<file path="src/shared/bsc_pkg.sv">
// Purpose: Shared constants and types for the boot status and control block
// Assumes: One CPU clock domain, registers reached at their own fixed addresses
// Notes:   Every address, bit position, reset value and state code lives here

package bsc_pkg;

   // ----------------------------------------------------------------
   // Register addresses
   // ----------------------------------------------------------------
   localparam logic [7:0] FLAGS_SFR_ADDR = 8'hdd; // Boot control flags, SFR space
   localparam logic [15:0] STATUS_XDATA_ADDR = 16'h11ff; // Boot status vector, XDATA space
   localparam logic [15:0] RUN_ENTRY_ADDR = 16'h0000; // Code address taken after boot

   // ----------------------------------------------------------------
   // Status vector fields
   // ----------------------------------------------------------------
   localparam int ST_PIN_BIT = 7; // Pin level caught at boot start
   localparam int ST_FAC_MSB = 4; // Factory load error code, top
   localparam int ST_FAC_LSB = 2; // Factory load error code, bottom
   localparam int ST_NEXT_BIT = 1; // Later user block error
   localparam int ST_FIRST_BIT = 0; // First user block error
   localparam logic [7:0] STATUS_RESET = 8'h00; // Status after reset

   // ----------------------------------------------------------------
   // Control flag fields
   // ----------------------------------------------------------------
   localparam int FL_FORCE_BIT = 5; // Force factory behaviour
   localparam int FL_RUN_ALT_BIT = 4; // Alternate run-ram-code bit
   localparam int FL_FAIL_BIT = 2; // Boot failed flag
   localparam int FL_DONE_BIT = 1; // Boot finished flag
   localparam int FL_RUN_BIT = 0; // Run-ram-code bit
   localparam logic [7:0] FLAGS_WMASK = 8'h37; // Writable bits; reserved excluded
   localparam logic [7:0] FLAGS_RESET = 8'h00; // Flags after reset

   // ----------------------------------------------------------------
   // Program level of the part
   // ----------------------------------------------------------------
   localparam logic [1:0] PROG_FACTORY = 2'h0; // Factory part
   localparam logic [1:0] PROG_USER = 2'h1; // User programmed part
   localparam logic [1:0] PROG_RUN = 2'h2; // Final mission part

   // ----------------------------------------------------------------
   // Types
   // ----------------------------------------------------------------
   typedef enum logic [1:0]
   {
      ST_IDLE = 2'b00,
      ST_FACTORY = 2'b01,
      ST_USER = 2'b10,
      ST_FINISH = 2'b11
   } bsc_state_t;

   // SFR bus request from the CPU
   typedef struct packed
   {
      logic [7:0] addr;
      logic wr;
      logic [7:0] wdata;
   } bsc_sfr_req_t;

   // Factory load outcome from the loader
   typedef struct packed
   {
      logic valid;
      logic [2:0] err;
   } bsc_fac_res_t;

   // One user block outcome from the loader
   typedef struct packed
   {
      logic valid;
      logic err;
      logic last;
   } bsc_usr_res_t;

   // Whole state of the block
   typedef struct packed
   {
      bsc_state_t state;
      logic [7:0] status;
      logic [7:0] flags;
      logic first_seen;
      logic jump_req;
      logic [7:0] sfr_rdata;
      logic [7:0] xdata_rdata;
   } bsc_regs_t;

endpackage

</file>
<file path="src/logic/bsc_boot_ctrl.sv">
// Purpose: Boot outcome status vector and boot control flags register
// Assumes: i_nrst is the power-on reset; loader reports arrive synchronous
// Notes:   Single clock; status and the done and fail flags are rebuilt on every boot start

`timescale 1ns/10ps

module bsc_boot_ctrl
(
   input wire logic i_clk, // CPU clock, 50 MHz
   input wire logic i_nrst, // Power-on reset, active low
   input wire bsc_pkg::bsc_sfr_req_t i_sfr_req, // SFR access port: address for reads and writes, write strobe, data
   output logic [7:0] o_sfr_rdata, // SFR read data, one cycle after addr
   input wire logic [15:0] i_xdata_addr, // XDATA read address
   output logic [7:0] o_xdata_rdata, // XDATA read data, one cycle after addr
   input wire logic i_first_general_pin, // Level of the first general pin
   input wire logic i_boot_start, // Pulse: boot sequence begins
   input wire logic [1:0] i_prog_level, // Program level of the part
   input wire logic i_user_continue_setting, // Protection byte: go on to user load
   input wire logic i_debug_force_run, // Pulse: debug host forces run bit
   input wire bsc_pkg::bsc_fac_res_t i_fac_res, // Factory load outcome
   input wire bsc_pkg::bsc_usr_res_t i_usr_res, // User block outcome
   output logic o_boot_busy, // Boot sequence in progress
   output logic o_load_user_en, // Loader may fetch user blocks
   output logic o_jump_req, // Pulse: jump to run entry address
   output logic [15:0] o_jump_addr // Jump target
);

   // ----------------------------------------------------------------
   // Helpers
   // ----------------------------------------------------------------

   // Either run-ram-code bit set, and the part not yet a run part
   function automatic logic run_allowed(input logic [7:0] flags, input logic [1:0] lvl);
      run_allowed = (flags[bsc_pkg::FL_RUN_BIT] | flags[bsc_pkg::FL_RUN_ALT_BIT])
         && (lvl != bsc_pkg::PROG_RUN);
   endfunction

   // User blocks are loaded only when nothing holds the part at factory level
   function automatic logic user_load_allowed(input logic [7:0] flags, input logic [1:0] lvl,
      input logic cont);
      user_load_allowed = (lvl != bsc_pkg::PROG_FACTORY)
         && !(lvl == bsc_pkg::PROG_USER && flags[bsc_pkg::FL_FORCE_BIT])
         && cont;
   endfunction

   // ----------------------------------------------------------------
   // State
   // ----------------------------------------------------------------
   bsc_pkg::bsc_regs_t r_reg; // Registered state
   bsc_pkg::bsc_regs_t r_next; // Next state
   logic sfr_hit; // Write aimed at the flags register

   assign sfr_hit = i_sfr_req.wr && (i_sfr_req.addr == bsc_pkg::FLAGS_SFR_ADDR);

   // ----------------------------------------------------------------
   // Next state
   // ----------------------------------------------------------------

   // Software writes first, hardware events after, so hardware wins a same-cycle write
   always_comb
   begin
      r_next = r_reg;
      r_next.jump_req = 1'b0;
      // Reserved bits masked off, so they stay zero forever
      if (sfr_hit)
      begin
         r_next.flags = (r_reg.flags & ~bsc_pkg::FLAGS_WMASK)
            | (i_sfr_req.wdata & bsc_pkg::FLAGS_WMASK);
      end
      // Debug host attach takes precedence over any software clear
      if (i_debug_force_run)
      begin
         r_next.flags[bsc_pkg::FL_RUN_BIT] = 1'b1;
      end
      case (r_reg.state)
         bsc_pkg::ST_IDLE:
         begin
            // Force bit is untouched here: only a flags write or power-on reset clears it
            if (i_boot_start)
            begin
               r_next.status = bsc_pkg::STATUS_RESET;
               r_next.status[bsc_pkg::ST_PIN_BIT] = i_first_general_pin;
               r_next.flags[bsc_pkg::FL_DONE_BIT] = 1'b0;
               r_next.flags[bsc_pkg::FL_FAIL_BIT] = 1'b0;
               r_next.first_seen = 1'b0;
               r_next.state = bsc_pkg::ST_FACTORY;
            end
         end
         bsc_pkg::ST_FACTORY:
         begin
            // Factory load always runs, whatever the flags say
            if (i_fac_res.valid)
            begin
               r_next.status[bsc_pkg::ST_FAC_MSB:bsc_pkg::ST_FAC_LSB] = i_fac_res.err;
               if (user_load_allowed(r_reg.flags, i_prog_level, i_user_continue_setting))
               begin
                  r_next.state = bsc_pkg::ST_USER;
               end
               else
               begin
                  r_next.state = bsc_pkg::ST_FINISH;
               end
            end
         end
         bsc_pkg::ST_USER:
         begin
            if (i_usr_res.valid)
            begin
               // First report goes to its own bit, the rest accumulate
               if (!r_reg.first_seen)
               begin
                  r_next.status[bsc_pkg::ST_FIRST_BIT] = i_usr_res.err;
                  r_next.first_seen = 1'b1;
               end
               else
               begin
                  r_next.status[bsc_pkg::ST_NEXT_BIT] = r_reg.status[bsc_pkg::ST_NEXT_BIT]
                     | i_usr_res.err;
               end
               if (i_usr_res.last)
               begin
                  r_next.state = bsc_pkg::ST_FINISH;
               end
            end
         end
         bsc_pkg::ST_FINISH:
         begin
            r_next.flags[bsc_pkg::FL_DONE_BIT] = 1'b1;
            // Fail flag looks only at the status, never at the done flag
            if (r_reg.status != bsc_pkg::STATUS_RESET)
            begin
               r_next.flags[bsc_pkg::FL_FAIL_BIT] = 1'b1;
            end
            if (run_allowed(r_next.flags, i_prog_level))
            begin
               r_next.jump_req = 1'b1;
            end
            r_next.state = bsc_pkg::ST_IDLE;
         end
         default:
         begin
            r_next.state = bsc_pkg::ST_IDLE;
         end
      endcase
      // Read data registered: status is read only, flags read back masked
      r_next.sfr_rdata = (i_sfr_req.addr == bsc_pkg::FLAGS_SFR_ADDR)
         ? (r_next.flags & bsc_pkg::FLAGS_WMASK) : 8'h00;
      r_next.xdata_rdata = (i_xdata_addr == bsc_pkg::STATUS_XDATA_ADDR)
         ? r_next.status : 8'h00;
   end

   // ----------------------------------------------------------------
   // Register
   // ----------------------------------------------------------------

   // Power-on reset and a flags write are the only things that clear the force bit
   always_ff @(posedge i_clk or negedge i_nrst)
   begin
      if (!i_nrst)
      begin
         r_reg.state <= bsc_pkg::ST_IDLE;
         r_reg.status <= bsc_pkg::STATUS_RESET;
         r_reg.flags <= bsc_pkg::FLAGS_RESET;
         r_reg.first_seen <= 1'b0;
         r_reg.jump_req <= 1'b0;
         r_reg.sfr_rdata <= 8'h00;
         r_reg.xdata_rdata <= 8'h00;
      end
      else
      begin
         r_reg <= r_next;
      end
   end

   // ----------------------------------------------------------------
   // Outputs
   // ----------------------------------------------------------------
   assign o_sfr_rdata = r_reg.sfr_rdata;
   assign o_xdata_rdata = r_reg.xdata_rdata;
   assign o_boot_busy = (r_reg.state != bsc_pkg::ST_IDLE);
   assign o_load_user_en = (r_reg.state == bsc_pkg::ST_USER);
   assign o_jump_req = r_reg.jump_req;
   assign o_jump_addr = bsc_pkg::RUN_ENTRY_ADDR;

   // ----------------------------------------------------------------
   // Assertions
   // ----------------------------------------------------------------

   // Properties watch the registered state one edge after each event;
   // they stay quiet in reset, so the first boot after release is checked
   // like any other

   // Pin level must be the one present on the start edge, not a later one
   a_pin_sample_kept: assert property (@(posedge i_clk) disable iff (!i_nrst)
      (r_reg.state == bsc_pkg::ST_IDLE && i_boot_start)
      |=> (r_reg.status[bsc_pkg::ST_PIN_BIT] == $past(i_first_general_pin)))
      else $error("pin sample not stored at boot start");

   a_factory_code_stored: assert property (@(posedge i_clk) disable iff (!i_nrst)
      (r_reg.state == bsc_pkg::ST_FACTORY && i_fac_res.valid)
      |=> (r_reg.status[bsc_pkg::ST_FAC_MSB:bsc_pkg::ST_FAC_LSB] == $past(i_fac_res.err)))
      else $error("factory error code not stored");

   a_first_block_error: assert property (@(posedge i_clk) disable iff (!i_nrst)
      (r_reg.state == bsc_pkg::ST_USER && i_usr_res.valid && !r_reg.first_seen)
      |=> (r_reg.status[bsc_pkg::ST_FIRST_BIT] == $past(i_usr_res.err)) && r_reg.first_seen)
      else $error("first user block error not stored");

   // Bit 0 belongs to the first report only; later errors stick in bit 1
   a_later_block_error: assert property (@(posedge i_clk) disable iff (!i_nrst)
      (r_reg.state == bsc_pkg::ST_USER && i_usr_res.valid && r_reg.first_seen && i_usr_res.err)
      |=> r_reg.status[bsc_pkg::ST_NEXT_BIT] && !$changed(r_reg.status[bsc_pkg::ST_FIRST_BIT]))
      else $error("later user block error lost");

   a_fail_flag_set: assert property (@(posedge i_clk) disable iff (!i_nrst)
      (r_reg.state == bsc_pkg::ST_FINISH && r_reg.status != 8'h00)
      |=> r_reg.flags[bsc_pkg::FL_FAIL_BIT] && r_reg.flags[bsc_pkg::FL_DONE_BIT])
      else $error("fail flag missing after bad boot");

   a_done_clean_boot: assert property (@(posedge i_clk) disable iff (!i_nrst)
      (r_reg.state == bsc_pkg::ST_FINISH && r_reg.status == 8'h00 && !r_reg.flags[bsc_pkg::FL_FAIL_BIT]
      && !(sfr_hit && i_sfr_req.wdata[bsc_pkg::FL_FAIL_BIT]))
      |=> r_reg.flags[bsc_pkg::FL_DONE_BIT] && !r_reg.flags[bsc_pkg::FL_FAIL_BIT])
      else $error("done or fail flag wrong after clean boot");

   // Jump is one pulse, raised by the finish edge
   a_jump_when_run: assert property (@(posedge i_clk) disable iff (!i_nrst)
      (r_reg.state == bsc_pkg::ST_FINISH && i_prog_level != bsc_pkg::PROG_RUN
      && (r_reg.flags[bsc_pkg::FL_RUN_BIT] || r_reg.flags[bsc_pkg::FL_RUN_ALT_BIT]))
      |=> o_jump_req && o_jump_addr == 16'h0000 ##1 !o_jump_req)
      else $error("no single jump pulse with run bit set");

   // A run part ignores both run bits
   a_no_run_jump: assert property (@(posedge i_clk) disable iff (!i_nrst)
      (r_reg.state == bsc_pkg::ST_FINISH && i_prog_level == bsc_pkg::PROG_RUN) |=> !o_jump_req)
      else $error("jump taken on a run part");

   a_force_skips_user: assert property (@(posedge i_clk) disable iff (!i_nrst)
      (r_reg.state == bsc_pkg::ST_FACTORY && i_fac_res.valid && i_prog_level == bsc_pkg::PROG_USER
      && r_reg.flags[bsc_pkg::FL_FORCE_BIT])
      |=> r_reg.state == bsc_pkg::ST_FINISH ##1 !o_load_user_en [*2])
      else $error("user blocks loaded despite force bit");

   // Nothing but a write or power-on reset may drop the force bit
   a_force_persists: assert property (@(posedge i_clk) disable iff (!i_nrst)
      (r_reg.flags[bsc_pkg::FL_FORCE_BIT] && !sfr_hit) |=> r_reg.flags[bsc_pkg::FL_FORCE_BIT])
      else $error("force bit dropped without a write");

   a_reserved_zero: assert property (@(posedge i_clk) disable iff (!i_nrst)
      (o_sfr_rdata & ~bsc_pkg::FLAGS_WMASK) == 8'h00 && r_reg.status[6:5] == 2'b00)
      else $error("reserved bit reads nonzero");

   // Debug attach must leave the run bit set, whatever software wrote
   a_debug_run_set: assert property (@(posedge i_clk) disable iff (!i_nrst)
      i_debug_force_run |=> r_reg.flags[bsc_pkg::FL_RUN_BIT])
      else $error("run bit not set by debug host");

   // A quiet write in idle lands as written, reserved bits dropped
   a_flags_write_stored: assert property (@(posedge i_clk) disable iff (!i_nrst)
      (sfr_hit && r_reg.state == bsc_pkg::ST_IDLE && !i_boot_start && !i_debug_force_run)
      |=> r_reg.flags == ($past(i_sfr_req.wdata) & bsc_pkg::FLAGS_WMASK))
      else $error("flags write not stored as masked");

   // Finish always lands in idle with the done flag up, good boot or bad
   a_done_after_finish: assert property (@(posedge i_clk) disable iff (!i_nrst)
      (r_reg.state == bsc_pkg::ST_FINISH)
      |=> r_reg.flags[bsc_pkg::FL_DONE_BIT] && !o_boot_busy)
      else $error("done flag missing after finish");

   // Boot start clears both flags, so a stale done never hides a new boot
   a_start_clears_flags: assert property (@(posedge i_clk) disable iff (!i_nrst)
      (r_reg.state == bsc_pkg::ST_IDLE && i_boot_start && !sfr_hit)
      |=> o_boot_busy && !r_reg.flags[bsc_pkg::FL_DONE_BIT] && !r_reg.flags[bsc_pkg::FL_FAIL_BIT])
      else $error("flags not cleared at boot start");

   // Status only moves while a boot runs; firmware may read it at any time
   a_status_held: assert property (@(posedge i_clk) disable iff (!i_nrst)
      (r_reg.state == bsc_pkg::ST_IDLE && !i_boot_start) |=> $stable(r_reg.status))
      else $error("status changed outside a boot");

   // A second jump cycle would restart the CPU twice
   a_jump_single_pulse: assert property (@(posedge i_clk) disable iff (!i_nrst)
      o_jump_req |=> !o_jump_req)
      else $error("jump request longer than one cycle");

   // Continue setting off: factory values only, no user block fetched
   a_cont_off_skips: assert property (@(posedge i_clk) disable iff (!i_nrst)
      (r_reg.state == bsc_pkg::ST_FACTORY && i_fac_res.valid && !i_user_continue_setting)
      |=> r_reg.state == bsc_pkg::ST_FINISH)
      else $error("user load entered with continue setting off");

endmodule // bsc_boot_ctrl

</file>
<file path="config.mk">
export PLATFORM = sky130hd
export DESIGN_NAME = bsc_boot_ctrl
export DESIGN_NICKNAME = d
export VERILOG_FILES = /design/src/shared/bsc_pkg.sv /design/src/logic/bsc_boot_ctrl.sv
export SDC_FILE = /design/constraint.sdc
export NUM_CORES = 1
export LEC_CHECK = 0
export BUFFER_PORTS_ARGS = -buffer_cell sky130_fd_sc_hd__buf_2
export CORE_ASPECT_RATIO = 1.5
export CORE_MARGIN = 1
export CORE_UTILIZATION = 45
export DETAILED_ROUTE_END_ITERATION = 16
export GPL_TIMING_DRIVEN = 0
export PLACE_DENSITY = 0.89
export SLEW_MARGIN = 20
export SYNTH_ARGS = -nofsm -noshare
export SYNTH_HDL_FRONTEND = slang
export SYNTH_SLANG_ARGS = --single-unit
</file>
<file path="constraint.sdc">
create_clock -name i_clk -period 1.7 [get_ports i_clk]
set_input_delay 0.085 -clock i_clk [delete_from_list [all_inputs] [get_ports i_clk]]
set_output_delay 0.085 -clock i_clk [all_outputs]
set_load 0.02 [all_outputs]
</file>
# Word level (Yosys, flattened, before mapping)
# Cells that the tools add are included.
# word_totals
reg_bits	34
latch_bits	0
ram_bits	0
rom_bits	0
in_bits	48
output_inout_bits	35
word_cells	60
n_memories	0
# op_classes
add_sub_neg	0
multipliers	0
n_div	0
n_lt_le_gt_ge	0
eq_ne	11
n_shift	0
n_mux	25
bitwise	3
reduce_logical	13
# ops
cell	n
$eq A16 B13 Y1 const B	1
$mux W6	2
$mux W10	1
$mux W2	5
$ne A2 B2 Y1 const B	5
$mux W1	9
$eq A8 B8 Y1 const B	1
$mux W8	1
$or A8 B6 Y8	1
$pmux W2 S2	2
$pmux W2 S4	1
$reduce_bool A8 Y1	1
$mux W3	2
$pmux W3 S2	1
$reduce_bool A2 Y1	3
$logic_and A1 B1 Y1	5
$eq A2 B1 Y1 const B	2
$eq A2 B2 Y1 const B	2
$reduce_and A4 Y1	1
$reduce_and A3 Y1	1
$logic_not A2 Y1	1
$or A1 B1 Y1	2
$pmux W1 S2	1
$logic_not A1 Y1	1

# Longest topological paths before layout
# logic_depth
depth_word	8
depth_mapped	6
depth_no_buf	6

# Least setup slack after synthesis
# No wires, ideal clock.
# synth_timing
path_type	reg-to-reg
start	reg r_reg[34] (netlist name)
end	reg r_reg (netlist bit o_xdata_rdata[2])
setup_ps	128
arrival_ps	1380
required_time_ps	1572
setup_slack_ps	192
path_stages_with_launch	7
path_buffers	0
period_less_slack_ps	1508
path_cell_list	dfrtp_1 -> inv_1 -> ha_1 -> nor2b_1 -> o21bai_1 -> a22o_1 -> nor2b_1
# synth_rtl
item	line	text
from (decl)	bsc_boot_ctrl.sv:49	bsc_pkg::bsc_regs_t r_reg;
from (signal assigned)	bsc_boot_ctrl.sv:171	r_reg <= r_next;

==> results.ini <==
[outcome]
status=finished, final reports clean

[power]
switchingPower_w=0.000808
p_int_w=0.00154
p_sw_share_pct=34.4
power.share.clock_pct=25.4
power_w=0.00235
seqPwrFrac_pct=38.7
power.leakage_nw=1.23
irDropWorstVdd_v=0.000811
combinationalPowerShare_pct=36.0
p_per_area_mw_per_mm2=1080

[placement]
preCtsSetupSlack_ns=-0.0430
hpwl_um=2570
gp_congestion=0.826
portBuffers=59

[sta]
fmax_mhz=640
drv_slew=0
rsz0062_at_grt=no
finalSetupViolations=0
min_period_ns=1.56
postLayoutSetupSlackWorst_ns=0.137
worst_pin_slew_ns=0.644
period_share_pct=91.9
fin_skew_ns=0.00592
hold_viol_final=0
slew_headroom_pct=57.1

[global_routing]
grt_pass1_wl_um=5330
antenna_found_initial=0
grt_pass1_vias=1283
grt_start_max_net_pins=31
track_usage_pct=18.5
overflow=0

[floorplanning]
coreArea_mm2=0.00345
die_x_um=51.4
die_y_um=76.2
die-area_mm2=0.00392
start_util_pct=47.9
io_pins=83
rows=26

[clock_tree]
cts_buffer_depth=2
cts_tree=yes
cts_setup_buffers=0
cts_sinks=30
clock_latency_ns=0.28
h-tree-depth=2
clkTransAtPathRegs_ns=0.07
numCtsBuffers=5
clockRootBuffer=clkbuf_8

[setup_path]
crit_family=compound AO/OA/AOI/OAI gates
critical_path_depth=6
crit_path_top_delay_cell=dfrtp_1
worst_ep_arrival_time_ns=1.72
reg2reg_slack_ns=0.14
crit_end=o_xdata_rdata[2]$_DFF_PN0_
regToRegEndpoint=o_xdata_rdata[2]$_DFF_PN0_
cp-end-kind=register
worstPathCellList=inv_1, ha_2, nor2b_4, o21bai_1, a22o_1, nor2b_1
reg2reg_depth=6
crit_type=register to register
critPathLaunchType=register
crit_fanout=6
cp_slowest_stage_delay_ns=0.40
worstPathRequired_ns=1.86
path_buf_inv=1
regToRegStartpoint=r_reg[34]$_DFFE_PN0P_
startpoint=r_reg[34]$_DFFE_PN0P_

[detailed_routing]
vias_per_cell=4.52
vias=1310
wl_per_cell_um=11.1
drc=0
drt_first_pass_iters=4
postRouteAntennaNets=0
wirelength_um=3220
drtIter0Drc=23

[layout]
drive_above_1_share_pct=45.6
area_delta_synth_final_pct=32.1
post-route-util_pct=63.2
fin_nets=299
antenna_cells=0
largest_reg_flops=16

[job]
max-cap-violations=0

[logic_synthesis]
asyncSetResetFlopFracSynth_pct=100
synth_flop_cell=dfrtp_1
synth.yosys.seq_area_share_pct=45.5
synth_edf_count=0
synthCells=162
synth_cell_types=31
ys_seq_elements=30
yosys_warnings=0
syn-cell-area_mm2=0.00165
postSynthAreaPerCell_um2=10.2

[min_path]
hold_class=input pin to register
hold_start=i_first_general_pin

-- worst reg2reg max path, stage by stage, from the launching register on --
cell,delay (ns)
dfrtp_1,0.40
inv_1,0.08
ha_2,0.23
nor2b_4,0.16
o21bai_1,0.18
a22o_1,0.26
nor2b_1,0.13
-- worst min path at each step --
stage,endpoint,slack [ns],cells past startpoint
floorplan,o_jump_req$_DFF_PN0_,-0.21,0
global placement,o_xdata_rdata[5]$_DFF_PN0_,0.14,1
detailed placement,o_xdata_rdata[6]$_DFF_PN0_,0.15,1
CTS,r_reg[33]$_DFF_PN0_,0.04,2
global route,r_reg[33]$_DFF_PN0_,0.04,2
finish,r_reg[33]$_DFF_PN0_,0.05,2
-- power groups by stage --
stage | clock network (W) | registers (W) | logic, W
final | 0.000597 | 0.000909 | 0.000846
after global routing | 0.000642 | 0.000925 | 0.000943
after CTS | 0.000606 | 0.000909 | 0.000833
after detailed placement | 0 | 0.000922 | 0.000822
after global placement | 0 | 0.000913 | 0.000801
after floorplan | 0 | 0.000909 | 0.000610
-- cells by family after synthesis --
kind of cell    Yosys count  synth area share [%]
other cells               1                 0.227
buf+inv                  44                  18.2
compound gates           25                  9.17
fa+ha+maj                 4                  3.03
flops                    30                  45.5
mux                      14                  9.48
simple gates             44                  14.4
-- placed cells by master (no fill, tap or decap) --
cell type      Yosys  layout
buf_2              0      59
buf_4             32      32
dfrtp_1           30      30
conb_1             1      19
nor2_1            11      11
inv_1              9       9
o21ai_0            9       9
nand2_1            7       7
a21oi_1            7       7
mux2i_1            7       7
nor2b_1            7       6
clkbuf_8           0       6
mux2_2             5       5
nor3_1             4       4
a22o_1             3       3
nand2b_1           3       3
nor4_1             3       3
ha_1               4       3
nor4b_1            2       2
nand4_1            2       2
buf_6              2       2
mux2_4             2       2
a211oi_1           2       2
nor2b_4            0       1
o21bai_1           1       1
nand3_1            1       1
a31oi_1            1       1
inv_2              1       1
nand4b_1           1       1
or4_4              1       1
a21o_1             1       1
or3_1              1       1
and2_2             1       1
a221oi_1           1       1
ha_2               0       1
clkinvlp_4         0       1
clkinv_2           0       1
dlygate4sd3_1      0       1
-- through the flow --
stage	instance area, um2	hold slack, ns	std cells	setup TNS [ns]
after floorplan	1720	-0.211	180	0
after global placement	2070	0.145	281	-0.0670
after detailed placement	2070	0.149	281	-0.104
after CTS	2170	0.0412	290	0
after global routing	2180	0.0440	290	0
final	2180	0.0479	290	0
-- metal layers --
metal  vias up  global-route usage [%]  wire [um]
met1       577                    18.4       1140
met4         0                    10.0         91
met5         -                       0          0
met3         8                    4.59        218
li1        667                       -          -
met2        58                    33.2       1780
-- synth_stat cells, types with 2 or more instances --
master	instances	area share, %
a211oi_1	2	0.91
a21oi_1	7	2.1
a22o_1	3	1.6
buf_4	32	15
buf_6	2	1.4
dfrtp_1	30	45
ha_1	4	3.0
inv_1	9	2.0
mux2_2	5	3.4
mux2_4	2	1.8
mux2i_1	7	4.2
nand2_1	7	1.6
nand2b_1	3	1.1
nand4_1	2	0.76
nor2_1	11	2.5
nor2b_1	7	2.7
nor3_1	4	1.2
nor4_1	3	1.1
nor4b_1	2	1.1
o21ai_0	9	2.7
-- area by class of cell --
cell class,count,area [um2]
fillers,300,1270
flip-flops and latches,30,751
multi-input cells,106,677
repair buffers,60,305
plain buffers,34,263
clock buffers,6,82.6
well taps,42,52.6
inverters,10,37.5
clock inverters,2,12.5
-- what timing repair did --
item | 4_1_cts | 5_1_grt
endpoints found under the setup margin | 4 | 6
hold buffers | 1 | 0
hold endpoints to repair | 30 | 0
gates resized for setup | 1 | 2
pin swaps | 0 | 0
Note: power is estimated with default switching activity, not from simulation.
